$ cat src/rtl/lfg_pkg.sv
// constants for led fault reporting and output gating
// Contract
// - fault code 00 none, 01 short, 10 open
// - open flagged when on and current low
// - open threshold half target, per gain
// - detect only while on; off reads zero only when keep detecting
// - short flagged when output voltage high
// - short bit zero while voltage low
// - overtemperature disables all outputs until cooled
// - overtemperature sets overheat flag bit 7
// - recovery restores state, flag self-clears
// - gate low enables outputs with delays
// - gate high makes all outputs off
// - reset clears all registers to zero
// - individual pwm 31.25 kHz, 256 steps
// - group dimming 122 Hz duty superimposed
// - group blinking 15 Hz to 16.8 s
// - fault codes packed four per byte
// - summary fault bit 6 in mode register
// - keep detecting live, else latch first
// - test only on, individual, group states
package lfg_pkg;
    localparam int NUM_CH = 24;
    localparam int CH_PER_REG = 4;
    localparam int CLK_PERIOD_NS = 50;
    localparam int CLK_HZ = 20_000_000;
    localparam int PWM_HZ = 31_250;
    localparam int PWM_STEPS = 256;
    localparam logic [9:0] PWM_ACC_STEP = 10'(PWM_STEPS);
    localparam logic [9:0] PWM_ACC_MOD = 10'(CLK_HZ / PWM_HZ);
    localparam int BLINK_PWM_PERIODS = 8;
    localparam logic [11:0] BLINK_PERIODS_W = 12'(BLINK_PWM_PERIODS);
    localparam int DELAY_UNIT_NS = 1000;
    localparam logic [4:0] DELAY_UNIT_CYC = 5'(DELAY_UNIT_NS / CLK_PERIOD_NS);
    localparam logic [9:0] ELAPSED_MAX = 10'h3ff;

    localparam logic [6:0] MODE_CFG_ADDR = 7'h01;
    localparam logic [6:0] FAULT_FLAG_BASE = 7'h02;
    localparam logic [6:0] FAULT_FLAG_LAST = 7'h07;
    localparam logic [6:0] DRIVE_STATE_BASE = 7'h08;
    localparam logic [6:0] DRIVE_STATE_LAST = 7'h0d;
    localparam logic [6:0] PWM_BASE = 7'h0e;
    localparam logic [6:0] PWM_LAST = 7'h25;
    localparam logic [6:0] GROUP_DUTY_ADDR = 7'h26;
    localparam logic [6:0] GROUP_FREQ_ADDR = 7'h27;
    localparam logic [6:0] TURN_ON_OFFSET_ADDR = 7'h28;
    localparam logic [6:0] GAIN_BASE = 7'h29;
    localparam logic [6:0] GAIN_LAST = 7'h40;

    localparam int OVERHEAT_BIT = 7;
    localparam int FAULT_ANY_BIT = 6;
    localparam int GROUP_BLINK_BIT = 5;
    localparam int FAULT_CLEAR_BIT = 4;
    localparam int KEEP_DETECT_BIT = 3;

    localparam logic [1:0] FAULT_NONE = 2'h0;
    localparam logic [1:0] FAULT_SHORT = 2'h1;
    localparam logic [1:0] FAULT_OPEN = 2'h2;

    localparam logic [1:0] DRV_OFF = 2'h0;
    localparam logic [1:0] DRV_ON = 2'h1;
    localparam logic [1:0] DRV_INDIV = 2'h2;
    localparam logic [1:0] DRV_GROUP = 2'h3;

    localparam logic [7:0] PWM_TEST_MIN = 8'h08;
    localparam logic [7:0] PWM_FULL = 8'hff;
    localparam logic [7:0] READ_IDLE = 8'h00;
endpackage

$ cat src/rtl/lfg_sync.sv
// two flip-flop synchroniser for asynchronous level inputs
`timescale 1ns/1ps
module lfg_sync
    import lfg_pkg::*;
#(
    parameter int WIDTH = 1
) (
    input wire logic ref_clk_i,
    input wire logic reset_i,
    input wire logic [WIDTH-1:0] async_i,
    output logic [WIDTH-1:0] sync_o
);
    typedef struct packed {
        logic [WIDTH-1:0] meta;
        logic [WIDTH-1:0] stable;
    } lfg_sync_state_t;

    lfg_sync_state_t st_r;
    lfg_sync_state_t st_nxt;

    always_comb begin
        st_nxt = st_r;
        st_nxt.meta = async_i;
        st_nxt.stable = st_r.meta;
    end

    always_ff @(posedge ref_clk_i) begin
        if (reset_i) begin
            st_r <= '0;
        end else begin
            st_r <= st_nxt;
        end
    end

    assign sync_o = st_r.stable;
endmodule

$ cat src/rtl/lfg_led_fault_gate.sv
// led fault flags, overtemperature and gate-pin output control with pwm dimming
`timescale 1ns/1ps
module lfg_led_fault_gate
    import lfg_pkg::*;
(
    input wire logic ref_clk_i,
    input wire logic reset_i,
    input wire logic [6:0] reg_addr_i,
    input wire logic [7:0] reg_wdata_i,
    input wire logic reg_wr_i,
    input wire logic reg_rd_i,
    output logic [7:0] reg_rdata_o,
    input wire logic [23:0] open_cmp_i,
    input wire logic [23:0] short_cmp_i,
    input wire logic overheat_flag_i,
    input wire logic out_gate_n_i,
    output logic [23:0] led_sink_o,
    output logic [23:0][7:0] current_gain_o,
    output logic overheat_o,
    output logic fault_any_o
);
    typedef struct packed {
        logic [7:0] rdata;
        logic blink_sel;
        logic keep_det;
        logic [3:0] on_offset;
        logic [7:0] grp_duty;
        logic [7:0] grp_freq;
        logic [23:0][1:0] drv;
        logic [23:0][7:0] pwm;
        logic [23:0][7:0] gain;
        logic [23:0][1:0] fault;
        logic [9:0] acc;
        logic [7:0] pwm_cnt;
        logic [7:0] dim_cnt;
        logic [11:0] blink_pre;
        logic [7:0] blink_cnt;
        logic [4:0] us_pre;
        logic [9:0] elapsed;
        logic [23:0] sink;
    } lfg_state_t;

    lfg_state_t st_r;
    lfg_state_t st_nxt;

    logic [49:0] sync_in;
    logic [49:0] sync_out;
    logic [23:0] open_s;
    logic [23:0] short_s;
    logic hot_s;
    logic gate_n_s;
    logic fault_any;

    function automatic logic in_range(input logic [6:0] a, input logic [6:0] lo, input logic [6:0] hi);
        return (a >= lo) && (a <= hi);
    endfunction

    function automatic logic [4:0] reg_index(input logic [6:0] a, input logic [6:0] base);
        logic [6:0] d;
        d = a - base;
        return d[4:0];
    endfunction

    // comparators and gate pin cross into the clock domain here
    assign sync_in = {out_gate_n_i, overheat_flag_i, short_cmp_i, open_cmp_i};

    lfg_sync #(
        .WIDTH(50)
    ) lfg_sync_i (
        .ref_clk_i(ref_clk_i),
        .reset_i(reset_i),
        .async_i(sync_in),
        .sync_o(sync_out)
    );

    assign open_s = sync_out[23:0];
    assign short_s = sync_out[47:24];
    assign hot_s = sync_out[48];
    assign gate_n_s = sync_out[49];

    assign fault_any = |st_r.fault;

    always_comb begin
        logic [9:0] acc_sum;
        logic pwm_tick;
        logic period_end;
        logic [11:0] blink_len;
        logic grp_on;
        logic pwm_on;
        logic base_on;
        logic gate_ok;
        logic detect_ok;
        logic halt;
        logic fault_clear;
        logic [1:0] code;
        logic [4:0] idx;
        logic [7:0] rd;
        logic [9:0] threshold;
        int ch;

        acc_sum = 10'h000;
        pwm_tick = 1'b0;
        period_end = 1'b0;
        blink_len = 12'h000;
        grp_on = 1'b0;
        pwm_on = 1'b0;
        base_on = 1'b0;
        gate_ok = 1'b0;
        detect_ok = 1'b0;
        halt = 1'b0;
        fault_clear = 1'b0;
        code = FAULT_NONE;
        idx = 5'h00;
        rd = READ_IDLE;
        threshold = 10'h000;
        ch = 0;
        st_nxt = st_r;

        // register writes
        if (reg_wr_i) begin
            idx = 5'h00;
            if (reg_addr_i == MODE_CFG_ADDR) begin
                st_nxt.blink_sel = reg_wdata_i[GROUP_BLINK_BIT];
                st_nxt.keep_det = reg_wdata_i[KEEP_DETECT_BIT];
                fault_clear = reg_wdata_i[FAULT_CLEAR_BIT];
            end else if (in_range(reg_addr_i, DRIVE_STATE_BASE, DRIVE_STATE_LAST)) begin
                idx = reg_index(reg_addr_i, DRIVE_STATE_BASE);
                for (int j = 0; j < CH_PER_REG; j++) begin
                    ch = int'(idx) * CH_PER_REG + j;
                    st_nxt.drv[ch] = reg_wdata_i[2*j +: 2];
                end
            end else if (in_range(reg_addr_i, PWM_BASE, PWM_LAST)) begin
                idx = reg_index(reg_addr_i, PWM_BASE);
                st_nxt.pwm[idx] = reg_wdata_i;
            end else if (in_range(reg_addr_i, GAIN_BASE, GAIN_LAST)) begin
                idx = reg_index(reg_addr_i, GAIN_BASE);
                st_nxt.gain[idx] = reg_wdata_i;
            end else if (reg_addr_i == GROUP_DUTY_ADDR) begin
                st_nxt.grp_duty = reg_wdata_i;
            end else if (reg_addr_i == GROUP_FREQ_ADDR) begin
                st_nxt.grp_freq = reg_wdata_i;
            end else if (reg_addr_i == TURN_ON_OFFSET_ADDR) begin
                st_nxt.on_offset = reg_wdata_i[3:0];
            end
        end

        // register reads, data shown in the following cycle only
        if (reg_rd_i) begin
            if (reg_addr_i == MODE_CFG_ADDR) begin
                rd = READ_IDLE;
                rd[OVERHEAT_BIT] = hot_s;
                rd[FAULT_ANY_BIT] = fault_any;
                rd[GROUP_BLINK_BIT] = st_r.blink_sel;
                rd[KEEP_DETECT_BIT] = st_r.keep_det;
            end else if (in_range(reg_addr_i, FAULT_FLAG_BASE, FAULT_FLAG_LAST)) begin
                idx = reg_index(reg_addr_i, FAULT_FLAG_BASE);
                for (int j = 0; j < CH_PER_REG; j++) begin
                    ch = int'(idx) * CH_PER_REG + j;
                    rd[2*j +: 2] = st_r.fault[ch];
                end
            end else if (in_range(reg_addr_i, DRIVE_STATE_BASE, DRIVE_STATE_LAST)) begin
                idx = reg_index(reg_addr_i, DRIVE_STATE_BASE);
                for (int j = 0; j < CH_PER_REG; j++) begin
                    ch = int'(idx) * CH_PER_REG + j;
                    rd[2*j +: 2] = st_r.drv[ch];
                end
            end else if (in_range(reg_addr_i, PWM_BASE, PWM_LAST)) begin
                idx = reg_index(reg_addr_i, PWM_BASE);
                rd = st_r.pwm[idx];
            end else if (in_range(reg_addr_i, GAIN_BASE, GAIN_LAST)) begin
                idx = reg_index(reg_addr_i, GAIN_BASE);
                rd = st_r.gain[idx];
            end else if (reg_addr_i == GROUP_DUTY_ADDR) begin
                rd = st_r.grp_duty;
            end else if (reg_addr_i == GROUP_FREQ_ADDR) begin
                rd = st_r.grp_freq;
            end else if (reg_addr_i == TURN_ON_OFFSET_ADDR) begin
                rd = {4'h0, st_r.on_offset};
            end
        end
        st_nxt.rdata = rd;

        // fractional timebase: 256 pwm steps per 640 clocks
        acc_sum = st_r.acc + PWM_ACC_STEP;
        if (acc_sum >= PWM_ACC_MOD) begin
            st_nxt.acc = acc_sum - PWM_ACC_MOD;
            pwm_tick = 1'b1;
        end else begin
            st_nxt.acc = acc_sum;
        end
        if (pwm_tick) begin
            st_nxt.pwm_cnt = st_r.pwm_cnt + 8'h01;
            period_end = (st_r.pwm_cnt == PWM_FULL);
        end

        // group dimming advances once per individual pwm period
        blink_len = ({4'h0, st_r.grp_freq} + 12'h001) * BLINK_PERIODS_W;
        if (period_end) begin
            st_nxt.dim_cnt = st_r.dim_cnt + 8'h01;
            if (st_r.blink_pre >= blink_len - 12'h001) begin
                st_nxt.blink_pre = 12'h000;
                st_nxt.blink_cnt = st_r.blink_cnt + 8'h01;
            end else begin
                st_nxt.blink_pre = st_r.blink_pre + 12'h001;
            end
        end
        if (st_r.blink_sel) begin
            grp_on = st_r.blink_cnt < st_r.grp_duty;
        end else begin
            grp_on = st_r.dim_cnt < st_r.grp_duty;
        end

        // turn-on delay timer restarts whenever the gate pin goes inactive
        if (gate_n_s) begin
            st_nxt.us_pre = 5'h00;
            st_nxt.elapsed = 10'h000;
        end else if (st_r.us_pre == DELAY_UNIT_CYC - 5'h01) begin
            st_nxt.us_pre = 5'h00;
            if (st_r.elapsed != ELAPSED_MAX) begin
                st_nxt.elapsed = st_r.elapsed + 10'h001;
            end
        end else begin
            st_nxt.us_pre = st_r.us_pre + 5'h01;
        end

        halt = !st_r.keep_det && fault_any;

        for (int n = 0; n < NUM_CH; n++) begin
            pwm_on = st_r.pwm_cnt < st_r.pwm[n];
            case (st_r.drv[n])
                DRV_OFF: base_on = 1'b0;
                DRV_ON: base_on = 1'b1;
                DRV_INDIV: base_on = pwm_on;
                DRV_GROUP: base_on = pwm_on && grp_on;
                default: base_on = 1'b0;
            endcase
            threshold = 10'(n) * {6'h00, st_r.on_offset};
            gate_ok = !gate_n_s && (st_r.elapsed >= threshold);
            // drive registers are untouched while hot, so recovery resumes the prior pattern
            st_nxt.sink[n] = base_on && gate_ok && !hot_s;

            // detection needs the channel sinking, a nonzero gain, and drive on or pwm from PWM_TEST_MIN to below full
            detect_ok = st_r.sink[n] && (st_r.gain[n] != 8'h00) &&
                ((st_r.drv[n] == DRV_ON) ||
                 (st_r.drv[n][1] && (st_r.pwm[n] >= PWM_TEST_MIN) && (st_r.pwm[n] != PWM_FULL)));
            if (short_s[n]) begin
                code = FAULT_SHORT;
            end else if (open_s[n]) begin
                code = FAULT_OPEN;
            end else begin
                code = FAULT_NONE;
            end

            if (st_r.keep_det) begin
                if (st_r.drv[n] == DRV_OFF) begin
                    st_nxt.fault[n] = FAULT_NONE;
                end else if (detect_ok) begin
                    st_nxt.fault[n] = code;
                end else if (fault_clear) begin
                    st_nxt.fault[n] = FAULT_NONE;
                end
            end else begin
                if (detect_ok && !halt && (code != FAULT_NONE)) begin
                    st_nxt.fault[n] = code;
                end else if (fault_clear) begin
                    st_nxt.fault[n] = FAULT_NONE;
                end
            end
        end
    end

    always_ff @(posedge ref_clk_i) begin
        if (reset_i) begin
            st_r <= '0;
        end else begin
            st_r <= st_nxt;
        end
    end

    assign reg_rdata_o = st_r.rdata;
    assign led_sink_o = st_r.sink;
    assign current_gain_o = st_r.gain;
    assign overheat_o = hot_s;
    assign fault_any_o = fault_any;
endmodule

$ cat config.mk
export PLATFORM = sky130hd
export DESIGN_NAME = lfg_led_fault_gate
export DESIGN_NICKNAME = d
export VERILOG_FILES = /design/src/rtl/lfg_pkg.sv /design/src/rtl/lfg_sync.sv /design/src/rtl/lfg_led_fault_gate.sv
export SDC_FILE = /design/constraint.sdc
export NUM_CORES = 2
export LEC_CHECK = 0
export ABC_AREA = 1
export BUFFER_PORTS_ARGS = -buffer_cell sky130_fd_sc_hd__buf_2
export CORE_MARGIN = 5
export CORE_UTILIZATION = 30
export DETAILED_ROUTE_END_ITERATION = 7
export GPL_ROUTABILITY_DRIVEN = 0
export PLACE_DENSITY = 0.49
export SLEW_MARGIN = 20
export SYNTH_ARGS = -nofsm -noshare
export SYNTH_HDL_FRONTEND = slang
export SYNTH_SLANG_ARGS = --single-unit
$ cat constraint.sdc
create_clock -name ref_clk_i -period 4.1 [get_ports ref_clk_i]
set_input_delay 0.41 -clock ref_clk_i [delete_from_list [all_inputs] [get_ports ref_clk_i]]
set_output_delay 0.41 -clock ref_clk_i [all_outputs]
set_load 0.1 [all_outputs]
After elaboration in Yosys (flattened, before gate mapping)
Index checks and enable logic that the tools add are counted.
W data, S select, Z words.
{ "word_totals": {"reg_bits": 695, "latch_bits": 0, "ram_bits": 0, "mem_count": 0, "out_inout_bits": 226, "romBits": 0} }
{ "classes": {"n_mul": 18, "n_reduce_logical": 365, "add_sub_neg": 20, "n_mux": 251, "n_bitwise": 7, "shifts": 0, "eq_ne": 103, "div_mod_pow": 0, "n_lt_le_gt_ge": 100} }
{ "op_table": {"columns": ["op", "count"], "rows": [
  ["$bwmux W192", 2],
  ["$mux W2", 186],
  ["$logic_and A1 B1 Y1", 251],
  ["$lt A8 B8 Y1", 26],
  ["$bwmux W48", 4],
  ["$ge A8 B4 Y1 const B", 24],
  ["$ne A8 B8 Y1 const B", 24],
  ["$reduce_bool A8 Y1", 24],
  ["$eq A2 B2 Y1 const B", 48],
  ["$ge A32 B1 Y1 const B", 3],
  ["$pmux W1 S4", 24],
  ["$mux W8", 11],
  ["$bmux W8 S5", 2],
  ["$demux W8 S5", 2],
  ["$ge A10 B8 Y1", 8],
  ["$ge A10 B9 Y1", 7],
  ["$bmux W2 S5", 6],
  ["$eq A2 B1 Y1 const B", 24],
  ["$logic_not A2 Y1", 24],
  ["$lt A8 B6 Y1 const B", 6],
  ["$mul A4 B4 Y8 const A", 6],
  ["$reduce_bool A2 Y1", 24],
  ["$reduce_or A48 Y1", 1],
  ["$ge A10 B7 Y1", 4],
  ["56 further kinds", 123]
]} }

Depth between registers and ports, before layout
{ "depth": {"ltp_word": 9, "depth_mapped": 22} }

Modules after synthesis
Synthesis repeated with hierarchy kept, for this count alone.
{ "hier_totals": {"hier_cells": 6219, "hier_area_um2": 43789.5} }
{ "by_module_without_submodules": {"columns": ["module", "seq_area_each_um2", "cells_each", "instances", "area_per_inst_um2"], "rows": [
  ["lfg_led_fault_gate", 11771.3, 5908, 1, 40888.0],
  ["lfg_sync", 2001.9, 311, 1, 2901.5]
]} }

Worst setup path after synthesis
OpenSTA, ideal clock, no wires.
{ "synth_path": {"kind": "register -> register", "start": "reg st_r[583] (netlist name)", "end": "reg st_r, in the netlist led_sink_o[23]", "stages_incl_launch_ff": 19, "arrival_time_ps": 3848, "synth_period_minus_slack_ps": 3918, "n_path_buf": 0, "slack_ps": 182, "cell_sequence": "dfxtp_1 -> inv_1 -> ha_1 -> inv_1 -> fa_1 -> ha_1 -> a21oi_1 -> and2_1 -> inv_1 -> a21oi_1 -> o21ai_0 -> xor2_1 -> ha_1 -> nand2_1 -> nor4_1 -> nand3_1 -> nand4_1 -> nand3_1 -> a21oi_1"} }
{ "synth_between": {"elab_chain_len": 5} }
{ "synth_lines": {"columns": ["element", "line_no", "rtl"], "rows": [
  ["start, declared", "lfg_led_fault_gate.sv:43", "lfg_state_t st_r;"],
  ["start signal, assigned", "lfg_led_fault_gate.sv:276", "st_r <= st_nxt;"],
  ["$mul A5 B4 Y9", "lfg_led_fault_gate.sv:237", "threshold = 10'(n) * {6'h00, st_r.on_offset};"],
  ["$ge A10 B9 Y1", "lfg_led_fault_gate.sv:238", "gate_ok = !gate_n_s && (st_r.elapsed >= threshold);"],
  ["$logic_and A1 B1 Y1", "lfg_led_fault_gate.sv:238", null],
  ["$logic_and A1 B1 Y1 (2 in a row)", "lfg_led_fault_gate.sv:240", "st_nxt.sink[n] = base_on && gate_ok && !hot_s;"]
]} }
No other way between the ends.
A chain may end at the register's enable or synchronous reset.

Worst setup path in the final report
{ "layout_path": {"start": "reg st_r[584] (netlist name)", "end": "reg st_r, in the netlist led_sink_o[21]"} }
The elaborated chain is that of the path after synthesis.

==> metrics.txt <==
fraction of registers with async set or reset after synthesis 0; Yosys warning count 0; clock tree from TritonCTS done; final cell count without fillers 8372; I/O pin cnt 295; largest voltage drop on the vdd net 0.3007 mV; number of placed instances with taps included 8152; multiplexer share of the synthesized area 0.0002286; net count after synthesis 6815; number of hold violations in the final report 0; setup total negative slack 0 ns; fraction of the mapped netlist area in simple logic gates 0.2135; commonest cells after routing, fill and taps aside nand2_1, a21oi_1, inv_1, o21ai_0, dfxtp_1; fraction of synthesized cell area taken by the top area cell type 0.3145; most common cell after layout, fill and taps aside nand2_1; TritonCTS Sinks 688; final net count 6827; kind of cell adding the most delay to the critical path adder cells; Total Die Area 153700 µm²; normalized max-slew margin 0.1494; die width 392.1 µm; std cell rows between 100 and 150; required time at the endpoint of the critical path about 4.7 ns; global route overflow 0; number of maximum-capacitance violations 0; clock latency reported for the late side of the worst-skew pair 0.73 ns; area leader, netlist dfxtp_1; final design instance area without fill 49060 µm²; number of antenna violations at the first check in global routing 22; Pwr Density 352.9 nW/µm²; number of buffers and inverters on the critical path 1; peak clock frequency supported by timing 0.2613 GHz; CTS Buffer Depth 3; floorplan core area 145400 µm²; synthesized flop and latch total 688; effective utilization at floorplan 0.3012; Critical Path Slowest Stage Cell o2111ai_1; endpoint arrival time on the critical path 4.43 ns; xor/xnor share of the synthesized area 0.009572; via count of the routed design 43530; average via count per standard cell 5.199; worst clock skew on the final layout 0.05501 ns; Post-Synthesis Cells roughly 6400; Worst path max stage delay 0.83 ns; DRC violation count after routing 0; post-layout min period 3.826 ns; Worst setup EP type register; first-pass detailed-route iteration total 7; total leakage power 0.02197 µW; all-layer global routing usage 0.2336; outcome complete, no violations; final count of pins violating max slew 0; main area contributors after synthesis dfxtp_1, ha_1, a21oi_1; ratio of cells with drive above 1 in the final layout 0.09758; Detail Route Antenna Nets 0; unrepaired setup endpoints after global routing false; CTS Buf Count 87; H-tree depth 3; Setup violations, final 0; Port Buffers 294; crit share post-route 0.9333; number of library cell types mapped by synthesis 55; pin count of the biggest net entering global routing 180; first-pass GRT wire length 269300 µm; peak fanout along the critical path 13; buffer count from post-CTS setup fixing 0; number of global-route vias before repair about 40000; compound-cell area share of the yosys netlist 0.2152; P&R area growth vs syn 12.03%; register clock-pin slew on the reported worst setup and hold paths approximately 0.070 ns; crit path cell chain buf_4, ha_1, fa_1, ha_1, nand2_1, a21oi_1, xor2_1, ha_1, nand2_1, nor2_1, nand2_1, o2111ai_1, nand3_1, a21oi_1; Post-Route Utilization 0.3374; First DRT Iteration DRCs 4239; Least-Margin Pin Slew 1.263 ns; sequential area share after synthesis 0.3145; type of origin of the critical path register; Detail Placement HPWL 137500 µm; Die Y between 300 and 400 µm; # fillers 15880; CTS Root Buffer Type clkbuf_16; count of flip-flops with a built-in enable after synthesis 0; Tightest Hold Check Type in -> reg; largest family of logic cells by synthesized area compound AO/OA/AOI/OAI gates; DR WL/cell 22.37 µm; type of the setup path with the least slack reg -> reg; sum of routed wire length over all layers 187300 µm; Synth Area in Adders 0.1113; synthesized area roughly 44000 µm²; syn_area_per_cell 6.880 µm²; Placement Cell Area 45460 µm²; most used flip-flop cell after synthesis dfxtp_1
## metal layers
layer | track usage | vias up | part of all wire
met5 | 0 | - | 0.00029
li1 | - | 21050 | -
met3 | 0.04450 | 293 | 0.082
met2 | 0.3715 | 1686 | 0.44
met1 | 0.3116 | 20490 | 0.43
met4 | 0.09386 | 8 | 0.042
## power breakdown
part	switching [µW]	internal, µW	total, µW	leakage, µW
logic	1650	609	2260	0.0149
registers	72.5	6780	6850	0.00557
clock network	3380	4810	8200	0.00149
## sequential cells by signal, indices dropped and copies added (netlist names)
register / count
reg_rdata_o: 8
led_sink_o: 24
current_gain_o: 192
st_r: 364
lfg_sync_i.sync_o: 50
lfg_sync_i.st_nxt: 50
## stage by stage
stage | total power (µW) | hold WS, ns | setup slack [ns]
after CTS | 17460 | 0.1079 | 0.2317
after global placement | 9179 | 0.3967 | 0.3550
after global routing | 17890 | 0.1822 | 0.01672
after floorplan | 8296 | 0.3883 | 0.1819
after detailed placement | 9199 | 0.3955 | 0.2749
final | 17310 | 0.1625 | 0.2735
## area by class of cell
class	count	area (µm²)	area share
Antenna cell	9	22.52	0.0004591
Clock buffer	125	2550	0.05198
Clock inverter	33	490.5	0.009998
Inverter	794	3009	0.06134
Multi-Input combinational cell	4372	24080	0.4908
Sequential cell	688	13770	0.2808
Tap cell	1917	2399	0.04889
Timing Repair Buffer	434	2734	0.05573
## final timing paths
check,slack [ns],cells past startpoint,startpoint,to
setup / recovery,0.27,14,st_r[584],led_sink_o[21]
hold / removal,0.16,4,reset_i,st_r[26]
setup reg to reg,0.27,14,st_r[584],led_sink_o[21]
hold reg to reg,0.38,2,lfg_sync_i.st_nxt[18],lfg_sync_i.sync_o[18]
## worst min-delay path: cells and delay by family
family	cells	cell delay, ns
and+or+nand+nor	2	0.26
buffers and inverters	1	0.13
AOI/OAI and AO/OA	1	0.03
## Yosys cell counts, types with 5 or more instances
library cell	instances
buf_4	257
dfxtp_1	688
nor2_1	529
nor2_4	35
o21a_1	31
buf_1	15
or2_2	11
a21o_1	5
o22ai_1	30
a31oi_1	7
buf_2	34
nand2_1	1042
nand2_2	8
fa_1	14
clkbuf_1	201
nor3_1	30
o211ai_1	66
nand2_4	7
ha_1	367
nor4_1	48
a21oi_1	862
clkinv_1	8
inv_2	13
o21ai_0	761
nor3b_1	5
nand4_1	128
nand3_1	280
inv_1	771
a211oi_1	15
xnor2_1	16
xor2_1	30
o21bai_1	5
## kinds of logic (layout without fill, tap and decap cells)
group	count (synthesis)	in the layout
xor+xnor	47	47
fa+ha+maj	381	381
flops	688	688
mux	1	1
simple gates	2142	2142
compound gates	1801	1801
buf+inv	1305	1386
other cells	0	9
## what timing repair did
action,in CTS,in global routing
hold buffers,53,0
setup endpoints to repair,0,1
resized for setup,0,1
endpoints found under the hold margin,50,0
No activity file was read; power rests on OpenSTA's default activity.
